--- src/verilog/dlic_pkg.sv ---
// dlic_pkg: register map, source layout and reset values of the dual level interrupt controller
package dlic_pkg;

   localparam int          ADDR_W = 8;
   localparam int          DATA_W = 32;

   // register byte offsets
   localparam logic [7:0]  OFS_NRM_RAW    = 8'h00;
   localparam logic [7:0]  OFS_NRM_EN     = 8'h04;
   localparam logic [7:0]  OFS_NRM_CLR    = 8'h08;
   localparam logic [7:0]  OFS_NRM_STA    = 8'h0c;
   localparam logic [7:0]  OFS_FST_RAW    = 8'h10;
   localparam logic [7:0]  OFS_FST_EN     = 8'h14;
   localparam logic [7:0]  OFS_FST_CLR    = 8'h18;
   localparam logic [7:0]  OFS_FST_STA    = 8'h1c;
   localparam logic [7:0]  OFS_PROG_CFG   = 8'h20;

   // bit positions
   localparam int          BIT_FAST_OR    = 0;
   localparam int          BIT_PROG       = 1;
   localparam int          BIT_CFG_NRM    = 1;
   localparam int          BIT_CFG_FST    = 2;

   // peripheral source positions: bits 2..14 and 16..19
   localparam logic [31:0] SRC_MASK       = 32'h000f_7ffc;
   localparam logic [31:0] CFG_MASK       = 32'h0000_0006;

   localparam logic [31:0] RST_EN         = 32'h0000_0000;
   localparam logic [31:0] RST_CFG        = 32'h0000_0000;
   localparam logic [31:0] RST_RDATA      = 32'h0000_0000;

   typedef struct packed {
      logic [ADDR_W-1:0] addr;
      logic [DATA_W-1:0] wdata;
      logic              wr;
      logic              rd;
   } dlic_req_t;

endpackage

--- src/verilog/dlic_top.sv ---
// dlic_top: dual level interrupt controller with normal and fast request outputs
//
// Functional notes
// RL1 - mask-clear write clears ones in normal enables
// RL2 - normal status equals raw AND enable; bit 0 takes the fast OR regardless of enable
// RL3 - set normal status bit drives normal request
// RL4 - no priority or vector generation
// RL5 - fast level mirrors normal register set
// RL6 - OR fast status 31:1 to fast request
// RL7 - fast enable set clears normal enable bit
// RL8 - normal enable set clears fast enable bit
// RL9 - source may be disabled at both levels
// RL10 - programmed interrupts bypass enables
// RL11 - config bit 2 drives fast bit 1
// RL12 - config bit 1 drives normal bit 1
// RL13 - sources hold request past minimum latency
// RL14 - raw bits follow peripheral request lines
// RL15 - enable write of zero has no effect
// RL16 - OR all normal status to normal request
// RL17 - seventeen sources, bit 15 reserved
// RL18 - config reserved bits read zero
//
// Strobed register access and the address map were left to the implementer.
`timescale 1ns/1ps
module dlic_top (
   input  wire logic                         sys_clk,
   input  wire logic                         rst,
   input  wire logic [dlic_pkg::ADDR_W-1:0]  addr,
   input  wire logic [dlic_pkg::DATA_W-1:0]  wdata,
   input  wire logic                         wr,
   input  wire logic                         rd,
   output logic      [dlic_pkg::DATA_W-1:0]  rdata,
   input  wire logic [31:0]                  src_irq,
   output logic                              normal_irq,
   output logic                              fast_interrupt_request
);

   ////////////////////////////////////////////////////////////////////////////
   dlic_pkg::dlic_req_t req;
   logic [31:0]         nrm_en_q, nrm_en_d;
   logic [31:0]         fst_en_q, fst_en_d;
   logic [31:0]         cfg_q, cfg_d;
   logic [31:0]         src_s1_q, src_q;
   logic [31:0]         rdata_d;
   logic [31:0]         nrm_raw, fst_raw, nrm_sta, fst_sta;
   logic                fast_or;
   logic                nrm_irq_d, fst_irq_d;

   assign req = '{addr: addr, wdata: wdata, wr: wr, rd: rd};

   function automatic logic hit(input dlic_pkg::dlic_req_t r, input logic [7:0] ofs);
      hit = (r.addr == ofs);
   endfunction

   ////////////////////////////////////////////////////////////////////////////
   // source lines come from other logic; two stage sample keeps them clean
   always_ff @(posedge sys_clk) begin
      if (rst) begin
         src_s1_q <= 32'h0000_0000;
         src_q    <= 32'h0000_0000;
      end else begin
         src_s1_q <= src_irq & dlic_pkg::SRC_MASK; // RL17
         src_q    <= src_s1_q;
      end
   end

   ////////////////////////////////////////////////////////////////////////////
   // status and requests; no encoder, software picks the source
   always_comb begin
      fst_raw = src_q; // RL14
      fst_raw[dlic_pkg::BIT_PROG] = cfg_q[dlic_pkg::BIT_CFG_FST]; // RL11 RL10
      nrm_raw = src_q; // RL14
      nrm_raw[dlic_pkg::BIT_PROG] = cfg_q[dlic_pkg::BIT_CFG_NRM]; // RL12 RL10
      fst_sta = fst_raw & fst_en_q; // RL5
      fst_sta[dlic_pkg::BIT_PROG] = cfg_q[dlic_pkg::BIT_CFG_FST]; // RL11 RL10
      fast_or = |fst_sta[31:1]; // RL6
      fst_sta[dlic_pkg::BIT_FAST_OR] = fast_or; // RL6
      fst_raw[dlic_pkg::BIT_FAST_OR] = fast_or; // RL6
      nrm_raw[dlic_pkg::BIT_FAST_OR] = fast_or; // RL6
      nrm_sta = nrm_raw & nrm_en_q; // RL2
      nrm_sta[dlic_pkg::BIT_PROG] = cfg_q[dlic_pkg::BIT_CFG_NRM]; // RL12 RL10
      nrm_sta[dlic_pkg::BIT_FAST_OR] = fast_or; // RL6
      nrm_irq_d = |nrm_sta; // RL16 RL3 RL4
      fst_irq_d = fast_or; // RL6
   end

   ////////////////////////////////////////////////////////////////////////////
   // enable masks and programmed config
   always_comb begin
      nrm_en_d = nrm_en_q;
      fst_en_d = fst_en_q;
      cfg_d    = cfg_q;
      if (req.wr) begin
         if (hit(req, dlic_pkg::OFS_NRM_EN)) begin
            nrm_en_d = nrm_en_q | req.wdata; // RL15
            fst_en_d = fst_en_q & ~req.wdata; // RL8 RL9
         end
         if (hit(req, dlic_pkg::OFS_NRM_CLR)) begin
            nrm_en_d = nrm_en_q & ~req.wdata; // RL1 RL9
         end
         if (hit(req, dlic_pkg::OFS_FST_EN)) begin
            fst_en_d = fst_en_q | req.wdata; // RL5
            nrm_en_d = nrm_en_q & ~req.wdata; // RL7 RL9
         end
         if (hit(req, dlic_pkg::OFS_FST_CLR)) begin
            fst_en_d = fst_en_q & ~req.wdata; // RL5
         end
         if (hit(req, dlic_pkg::OFS_PROG_CFG)) begin
            cfg_d = req.wdata & dlic_pkg::CFG_MASK; // RL18
         end
      end
   end

   ////////////////////////////////////////////////////////////////////////////
   // read mux; write-only and unmapped offsets read zero
   always_comb begin
      rdata_d = dlic_pkg::RST_RDATA;
      if (req.rd) begin
         case (req.addr)
            dlic_pkg::OFS_NRM_RAW:  rdata_d = nrm_raw;
            dlic_pkg::OFS_NRM_EN:   rdata_d = nrm_en_q;
            dlic_pkg::OFS_NRM_STA:  rdata_d = nrm_sta;
            dlic_pkg::OFS_FST_RAW:  rdata_d = fst_raw;
            dlic_pkg::OFS_FST_EN:   rdata_d = fst_en_q;
            dlic_pkg::OFS_FST_STA:  rdata_d = fst_sta;
            dlic_pkg::OFS_PROG_CFG: rdata_d = cfg_q; // RL18
            default:                rdata_d = dlic_pkg::RST_RDATA;
         endcase
      end
   end

   ////////////////////////////////////////////////////////////////////////////
   always_ff @(posedge sys_clk) begin
      if (rst) begin
         nrm_en_q               <= dlic_pkg::RST_EN;
         fst_en_q               <= dlic_pkg::RST_EN;
         cfg_q                  <= dlic_pkg::RST_CFG;
         rdata                  <= dlic_pkg::RST_RDATA;
         normal_irq             <= 1'b0;
         fast_interrupt_request <= 1'b0;
      end else begin
         nrm_en_q               <= nrm_en_d;
         fst_en_q               <= fst_en_d;
         cfg_q                  <= cfg_d;
         rdata                  <= rdata_d;
         normal_irq             <= nrm_irq_d;
         fast_interrupt_request <= fst_irq_d;
      end
   end

endmodule

--- config.mk ---
export PLATFORM = sky130hd
export DESIGN_NAME = dlic_top
export DESIGN_NICKNAME = d
export VERILOG_FILES = /design/src/verilog/dlic_pkg.sv /design/src/verilog/dlic_top.sv
export SDC_FILE = /design/constraint.sdc
export NUM_CORES = 1
export LEC_CHECK = 0
export ABC_AREA = 0
export BUFFER_PORTS_ARGS = -buffer_cell sky130_fd_sc_hd__buf_2
export CAP_MARGIN = 25
export CORE_UTILIZATION = 45
export DETAILED_ROUTE_END_ITERATION = 6
export PLACE_DENSITY_LB_ADDON = 0.2
export SYNTH_ARGS = -nofsm -noshare
export SYNTH_HDL_FRONTEND = slang
export SYNTH_SLANG_ARGS = --single-unit
export TNS_END_PERCENT = 100
--- constraint.sdc ---
create_clock -name sys_clk -period 2.01 [get_ports sys_clk]
set_input_delay 0.1005 -clock sys_clk [delete_from_list [all_inputs] [get_ports sys_clk]]
set_output_delay 0.1005 -clock sys_clk [all_outputs]
set_load 0.02 [all_outputs]
---- After elaboration in Yosys (flattened, before gate mapping) ----
Cells that the tools add are included.
Widths: inputs -> output; s select.
word-level totals
  register bits ........................... 164
  input port bits ......................... 76
  output and inout port bits .............. 34
cells by class
  eq/ne operators ......................... 8
  multiplexer cells ....................... 7
  bitwise gates (word level) .............. 8
  reductions and logical operators ........ 9
operator list
  kind                count
  $pmux 32 s7         1
  $mux 32             6
  $and 32x32->32      4
  $or 32x32->32       2
  $reduce_or 62->1    1
  $eq 8x5->1 const B  4
  $not 32->32         1
  $reduce_or 31->1    1
  $eq 8x4->1 const B  2
  $eq 8x3->1 const B  1
  $eq 8x6->1 const B  1
  $logic_not 8->1     1
  $reduce_and 2->1    3
  $reduce_bool 3->1   2
  $reduce_or 2->1     1
  $not 1->1           1

---- Longest topological paths before layout ----
Gate-level depths: netlist (run 1).
  depth in word-level cells ............... 5
  depth in mapped cells ................... 8
  depth with buffers taken out ............ 5

---- Least setup slack after synthesis (run 1) ----
No wires, ideal clock.
  kind .................................... register -> register
  start point ............................. register src_q[13]
  end point ............................... register rdata[0] in the netlist's numbering
  library setup time ...................... 0.145 ns
  data arrival time ....................... 1.425 ns
  required time ........................... 1.865 ns
  slack ................................... 0.440 ns
  stages on the path, launching flop included .. 6
  path buffers ............................ 0
  clock period less this slack ............ 1.570 ns
  path through ............................ dfxtp_1 > a22o_1 > a221oi_1 > nand4_1 > a2111oi_1 > o22ai_1
between the ends
  cells in the longest elaborated chain, start to end .. 3
RTL lines
  item                    RTL line         text
  start, declared         dlic_top.sv:43   logic [31:0] src_s1_q, src_q;
  start signal, assigned  dlic_top.sv:63   src_q <= src_s1_q;
  $and 32x32->32          dlic_top.sv:74   fst_sta = fst_raw & fst_en_q;
  $reduce_or 31->1        dlic_top.sv:76   fast_or = |fst_sta[31:1];
  $pmux 32 s7             dlic_top.sv:119  case (req.addr)
  end signal, assigned    dlic_top.sv:138  rdata <= dlic_pkg::RST_RDATA;
  end signal, assigned    dlic_top.sv:145  rdata <= rdata_d;
  end, declared           dlic_top.sv:32   output logic [dlic_pkg::DATA_W-1:0] rdata,
No other way between the ends.
A chain may end at the register's enable or synchronous reset.

---- Final worst setup path (run 1) ----
  start point ............................. register src_q[9]
  end point ............................... register normal_irq
between the ends
  cells in the longest elaborated chain, start to end .. 2
  elaborated cells between the ends (all ways) .. 3
RTL lines
  item                                      RTL line                        text
  $and 32x32->32, on equally long branches  dlic_top.sv:80, dlic_top.sv:74
  $reduce_or 62->1 *                        dlic_top.sv:83                  nrm_irq_d = |nrm_sta;
  end signal, assigned                      dlic_top.sv:146                 normal_irq <= nrm_irq_d;
  end, declared                             dlic_top.sv:34                  output logic normal_irq,
Mark *: on every way between the ends. The rest lies on a longest branch, timed or not.

==> results.md, run 1 <==
* Run status: finished, final reports clean
* R2r setup slk at 120 ps
* Clk buf depth at 2
* Via count at 4887
* Flops & latches, synth at ~130
* Clk slew on worst S/H paths at ~50 ps
* Critical path fanouts, max at 3
* Nets at between 700 and 800
* Pin count of the biggest net entering global routing at 103
* Asr flop ratio synth at 0%
* Clk_lat worst skew at 410 ps
* Worst path slowest cell: a2111oi_2
* Syn_area_per_cell at roughly 9.8 um2
* Chip height at 112.7 um
* First-pass GRT wire length at between 20000 and 25000 um
* Crit end category: flip-flop
* CTS tree: done
* Min Tclk post-route at ~1900 ps
* RSZ-0062 raised after global routing: no
* Count of input and output buffers at 94
* R2R Path Start: src_q[9]
* Commonest non-fill, non-tap cell in the layout: dfxtp_1
* Tot GR Track Use at ~24%
* Setup crit end: normal_irq
* Relative slew slack at between 60 and 70%
* Share of layout cells above drive strength 1 at 23.58%
* Placed insts at 773
* Fin Setup TNS at 0 ps
* Grt ovf at 0
* Initial antenna violation count at 0
* CTS Buf Count at 17
* Slew @ Worst Pin at 529.0 ps
* Non-Filler Instances at 851
* Initial Utilization at 46.13%
* Synth top area cells: dfxtp_1 49%, mux2i_1 7.6%, a311oi_1 5.1%, nor2b_1 4.0%, nor2_1 3.9%
* Largest family of logic cells by synthesized area: compound AO/OA/AOI/OAI gates
* Worst setup SP type: flip-flop
* Core Region at roughly 12000 um2
* EDFF count, synth at 0
* Crit path largest cell delay at 490 ps
* Endpoints failing hold at 0
* Simple-Gate Fraction of Synth Area at 17.76%
* DRT iter0 DRCs at 378
* Top cell type's share of synthesized area at 48.62%
* Antenna violation net count after detailed routing at 0
* Synth warn at 0
* Worst Setup SP: src_q[9]
* Post-Syn Nets at 641
* Detailed Routing Iterations Pass 1 at 6
* Tcrit/Tclk final at 94.01%
* Hold Startpoint: addr[6]
* Die X at 112.7 um
* Leakage power total at 0.002944 uW
* Setup violations, final at 0
* PwrDens at 841.1 nW/um2
* Die Footprint at 12710 um2
* Synthesized cell area at 5518 um2
* Post-synth top flop: dfxtp_1
* Cell Chain, Critical Path: a22o_1 > a221oi_1 > nand4_1 > a2111oi_2 > buf_4 > a21oi_1
* Row cnt at 40
* Synth area leader: dfxtp_1
* H-Tree Depth at 4
* Diodes inserted at 0
* Hold Worst Slack at about 80 ps
* Clk root buf: clkbuf_16
* Slew Viols, Final at 0
* Count of different cell masters after synthesis at 48
* HPWL Detailed at 9490 um
* Worst EP arrival at 2170 ps
* Cells after synthesis at 565
* Final RePlAce weighted congestion at 0.8680
* Commonest non-fill, non-tap cells in the layout: 134 x dfxtp_1, 94 x buf_2, 57 x nor2_1
* Routed WL at 14870 um
* WS Path Type: reg -> reg
* Clock sinks at 134
* CP required at 2290 ps
* Compound-Gate Fraction of Synth Area at around a fifth
* Layout area overhead at 30.14%
* Mux contribution to synthesized area at 7.823%
* Clock skew at 5.731 ps
* Register area share after synthesis at 48.62%
* Max cap viols at 0
* R2R cell count at 6
* Max Clk Rate at about 530 MHz
* Worst min-delay path category: in -> reg
* Count of cells along the worst hold path at 4
* Vias per inst at 5.743
* RR Endpoint: normal_irq
* Max IR drop VDD at 0.5292 mV
* Drt wl/cell at ~17 um
* Number of global-route vias before repair at about 4600
* Xor/xnor share of the synthesized area at 0%
* Drc violations at 0
* Top Ports at 110
* Synth Area in Adders at 0%
## metrics by stage
| step | area, um2 | util (%) | worst slack [ps] | power (uW) |
|---|---|---|---|---|
| 6_report | 7181 | 60.03 | 120.4 | 6040 |
| 2_1_floorplan | 5518 | - | 439.7 | 2903 |
| 3_5_place_dp | 6120 | 51.16 | 93.95 | 3041 |
| 3_3_place_gp | 6120 | 51.16 | 83.65 | 3033 |
| 4_1_cts | 7176 | 59.99 | 62.84 | 6069 |
| 5_1_grt | 7181 | 60.03 | 57.63 | 6231 |
## worst min-delay path by stage
| stage | end | slack (ps) |
|---|---|---|
| after detailed placement | src_s1_q[5] | 310 |
| final | rdata[1] | 80 |
| after global placement | src_s1_q[7] | 310 |
| after global routing | rdata[1] | 110 |
| after CTS | rdata[1] | 70 |
| after floorplan | flip-flop | 210 |
## cells by family after synthesis
family,Yosys count
flops,134
compound gates,149
buf+inv,53
mux,43
simple gates,186
## cells in the mapped netlist (5+ instances only)
| library cell | instances |
|---|---|
| nor2_1 | 57 |
| a311oi_1 | 32 |
| dfxtp_1 | 134 |
| a31oi_1 | 34 |
| nand2_1 | 20 |
| nor2b_1 | 35 |
| nand2b_1 | 11 |
| a32oi_1 | 9 |
| buf_4 | 5 |
| mux2i_1 | 42 |
| nand3_1 | 32 |
| o31ai_1 | 7 |
| nor2_2 | 10 |
| a21o_1 | 9 |
| clkbuf_1 | 26 |
| a22oi_1 | 18 |
| a22oi_2 | 10 |
| a21oi_1 | 11 |
| buf_2 | 15 |
## worst max-delay path, delay by kind of cell (launching register included)
kind | cells | cell delay (ps)
AOI/OAI and AO/OA | 4 | 1050
DFF | 1 | 340
buffers and inverters | 1 | 200
and+or+nand+nor | 1 | 170
## what timing repair did
action	in CTS	in global routing
gates resized for setup	0	1
hold buffers	49	0
buffers inserted	0	0
endpoints found under the setup margin	0	2
endpoints found under the hold margin	51	0
## routing by layer
| metal | global-route usage (%) | wire, um | part of all wire [%] |
|---|---|---|---|
| met1 | 30.93 | 6689 | 45 |
| met2 | 39.05 | 6959 | 47 |
| met3 | 6.374 | 953 | 6.4 |
| met4 | 10.04 | 272 | 1.8 |
| met5 | 0 | 0 | 0 |
## layout make-up
cell class / instances / area, um2
Clock buffer: 25 / 495.5
Clock inverter: 4 / 70.07
Fill cell: 1035 / 4781
Inverter: 2 / 7.507
Multi-Input combinational cell: 378 / 2582
Sequential cell: 134 / 2683
Tap cell: 147 / 183.9
Timing Repair Buffer: 161 / 1159
## where the power goes
group          total, uW  leakage [uW]  internal [uW]  switching [uW]
combinational        350       0.00158            168             182
sequential          2710       0.00109           2690            21.6
clock               2980      0.000279           1930            1040
Power figures use the tool's default switching activity.
==> run 2: changes to the inputs <==
--- a/config.mk
+++ b/config.mk
@@ -8,9 +8,10 @@
 export ABC_AREA = 0
 export BUFFER_PORTS_ARGS = -buffer_cell sky130_fd_sc_hd__buf_2
 export CAP_MARGIN = 25
-export CORE_UTILIZATION = 45
+export CORE_UTILIZATION = 55
 export DETAILED_ROUTE_END_ITERATION = 6
 export PLACE_DENSITY_LB_ADDON = 0.2
+export SETUP_SLACK_MARGIN = 0.3
 export SYNTH_ARGS = -nofsm -noshare
 export SYNTH_HDL_FRONTEND = slang
 export SYNTH_SLANG_ARGS = --single-unit
==> run 2 against run 1 <==
Non-clock buffer count up 4. Critical path type is now in -> reg. Largest power group unchanged. Die area down 18%. Worst setup slack better by 260 ps.
==> results.md, run 2 (synthesis results as in run 1) <==
* Run status: finished, final reports clean
* Initial Utilization at 56.71% (+11 points)
* Drt wl/cell at 18.43 um (+5.4%)
* Grt ovf at 0 (unchanged)
* Die X at 102.2 um (-9.4%)
* HPWL Detailed at 9157 um (-3.5%)
* Final RePlAce weighted congestion at 0.8908 (+2.6%)
* Pre-CTS setup slack at 189.5 ps (+95.54 ps)
* Initial antenna violation count at 1 (+1)
* Worst EP arrival at 2070 ps (-100 ps)
* Setup violations, final at 0 (unchanged)
* Die Footprint at 10440 um2 (-18%)
* Logic pwr share at 6.1% (+0.3 points)
* Setup crit end: rdata[2]
* Antenna violation net count after detailed routing at 0 (unchanged)
* Commonest non-fill, non-tap cell in the layout: dfxtp_1
* Setup bufs post-CTS at 0 (unchanged)
* Detailed Routing Iterations Pass 1 at 5 (-1)
* Crit path largest cell delay at 530 ps (+40 ps)
* Clk slew on worst S/H paths at 60 ps (about the same)
* Pin count of the biggest net entering global routing at 103 (unchanged)
* Nets at 774 (+0.52%)
* Hold Worst Slack at 49.01 ps (-30.79 ps)
* Switching part of the total at 23.50% (+2.8 points)
* Chip height at 102.2 um (-9.4%)
* Share of layout cells above drive strength 1 at 24.89% (+1.3 points)
* First-pass GRT wire length at 23920 um (+0.32%)
* NetSw at 1425 uW (+14%)
* Commonest non-fill, non-tap cells in the layout: 134 x dfxtp_1, 94 x buf_2, 57 x nor2_1
* Leakage power total at 0.002971 uW (+0.94%)
* R2r setup slk at 400 ps (+280 ps)
* Clk_lat worst skew at 510 ps (+100 ps)
* Layout area overhead at 31.56%
* Slew @ Worst Pin at 752.6 ps (+223.5 ps)
* Core Region at 9729 um2 (-19%)
* R2R Path Start: src_q[7]
* Critical path fanouts, max at 15 (+12)
* CP bufs+invs at 3 (+2)
* Endpoints failing hold at 0 (unchanged)
* Clock skew at 7.363 ps (+1.632 ps)
* CP delay by family, top: buffers and inverters
* Clock sinks at 134 (unchanged)
* Worst min-delay path category: in -> reg
* Slew Viols, Final at 0 (unchanged)
* Number of global-route vias before repair at 4954 (+7.4%)
* Worst setup SP type: input port
* Worst path slowest cell: dlygate4sd3_1
* PwrDens at 835.5 nW/um2 (-0.67%)
* Row cnt at 36 (-10%)
* Cell Chain, Critical Path: dlygate4sd3_1 > buf_2 > or3_1 > buf_4 > a2111oi_2 > a31oi_1 > nor2_1
* Routed WL at 15570 um (+4.7%)
* Part of the power in registers at 44.7% (-0.2 points)
* WS Path Type: in -> reg
* Setup ws final at 380.0 ps (+259.6 ps)
* Count of input and output buffers at 94 (unchanged)
* CP required at 2450 ps (+160 ps)
* Max cap viols at 0 (unchanged)
* Worst Setup SP: addr[7]
* Crit end category: flip-flop
* Clk buf depth at 2 (unchanged)
* Internal at 4640 uW (-3.2%)
* Vias per inst at 6.143 (+7.0%)
* CTS Buf Count at 17 (unchanged)
* Min Tclk post-route at 1630 ps (-259.6 ps)
* Clk root buf: clkbuf_8
* CTS tree: done
* Max Clk Rate at 613.5 MHz (+16%)
* R2R cell count at 5 (-1)
* Fin Setup TNS at 0 ps (unchanged)
* Relative slew slack at 49.37% (-15 points)
* DRT iter0 DRCs at 527 (+39%)
* Tot GR Track Use at 30.37% (+6.1 points)
* Clock power frac at 49.2% (about the same)
* Via count at 5191 (+6.2%)
* Max IR drop VDD at 0.6598 mV (+25%)
* Drc violations at 0 (unchanged)
* Hold Startpoint: wr
* Tcrit/Tclk final at 81.09% (-13 points)
* H-Tree Depth at 4 (unchanged)
* WP depth at 7 (+1)
* RR Endpoint: normal_irq
* Finished Core Util at 74.61% (+15 points)
* RSZ-0062 raised after global routing: yes
* Top Ports at 110 (unchanged)
-- run 2: tightest hold or removal path, delay by kind of cell --
kind                   cells  cell delay [ps]
buffers and inverters      1              110
AND/OR/NAND/NOR            3              200
multiplexers               1              110
-- run 2: metal layers --
| layer | vias to the layer above | GRT usage [%] | part of all wire [%] | wire length (um) |
|---|---|---|---|---|
| met1 | 2489 | 38.79 | 41 | 6402 |
| li1 | 2366 | - | - | - |
| met5 | - | 0 | 0 | 0 |
| met3 | 46 | 6.772 | 8.3 | 1288 |
| met4 | 0 | 14.73 | 2.5 | 394 |
| met2 | 290 | 48.68 | 48 | 7487 |
-- run 2: per-stage QoR --
step / instances / cell area, um2 / total power, uW
3_5_place_dp: 759 / 6088 / 3039
3_3_place_gp: 759 / 6088 / 3031
6_report: 845 / 7259 / 6065
5_1_grt: 845 / 7259 / 6232
2_1_floorplan: 565 / 5518 / 2903
4_1_cts: 843 / 7184 / 6063
-- run 2: what timing repair did --
item | 4_1_cts | 5_1_grt
hold buffers | 52 | 0
cloned | 0 | 1
hold endpoints to repair | 84 | 0
pin swaps | 1 | 4
resized for setup | 1 | 10
setup endpoints to repair | 3 | 42
-- run 2: worst min path at each step --
stage,endpoint,slack (ps),cells past startpoint
3_3_place_gp,src_s1_q[8],310,2
2_1_floorplan,flip-flop,210,1
3_5_place_dp,src_s1_q[4],310,2
5_1_grt,cfg_q[2],50,5
6_report,cfg_q[2],50,5
4_1_cts,cfg_q[2],30,5
-- run 2: cell type report --
cell class,instances,area (um2)
well taps,133,166.4
clock buffers,18,417.9
diodes,1,2.502
repair buffers,165,1201
flip-flops and latches,134,2683
fillers,684,2470
clock inverters,14,152.6
inverters,2,7.507
multi-input cells,378,2629
-- run 2: power groups by stage --
stage	clock, uW	combinational [uW]	sequential (uW)
after CTS	3000	350	2710
after global placement	0	263	2770
final	2980	369	2710
after detailed placement	0	270	2770
after global routing	3120	392	2720
after floorplan	0	143	2760
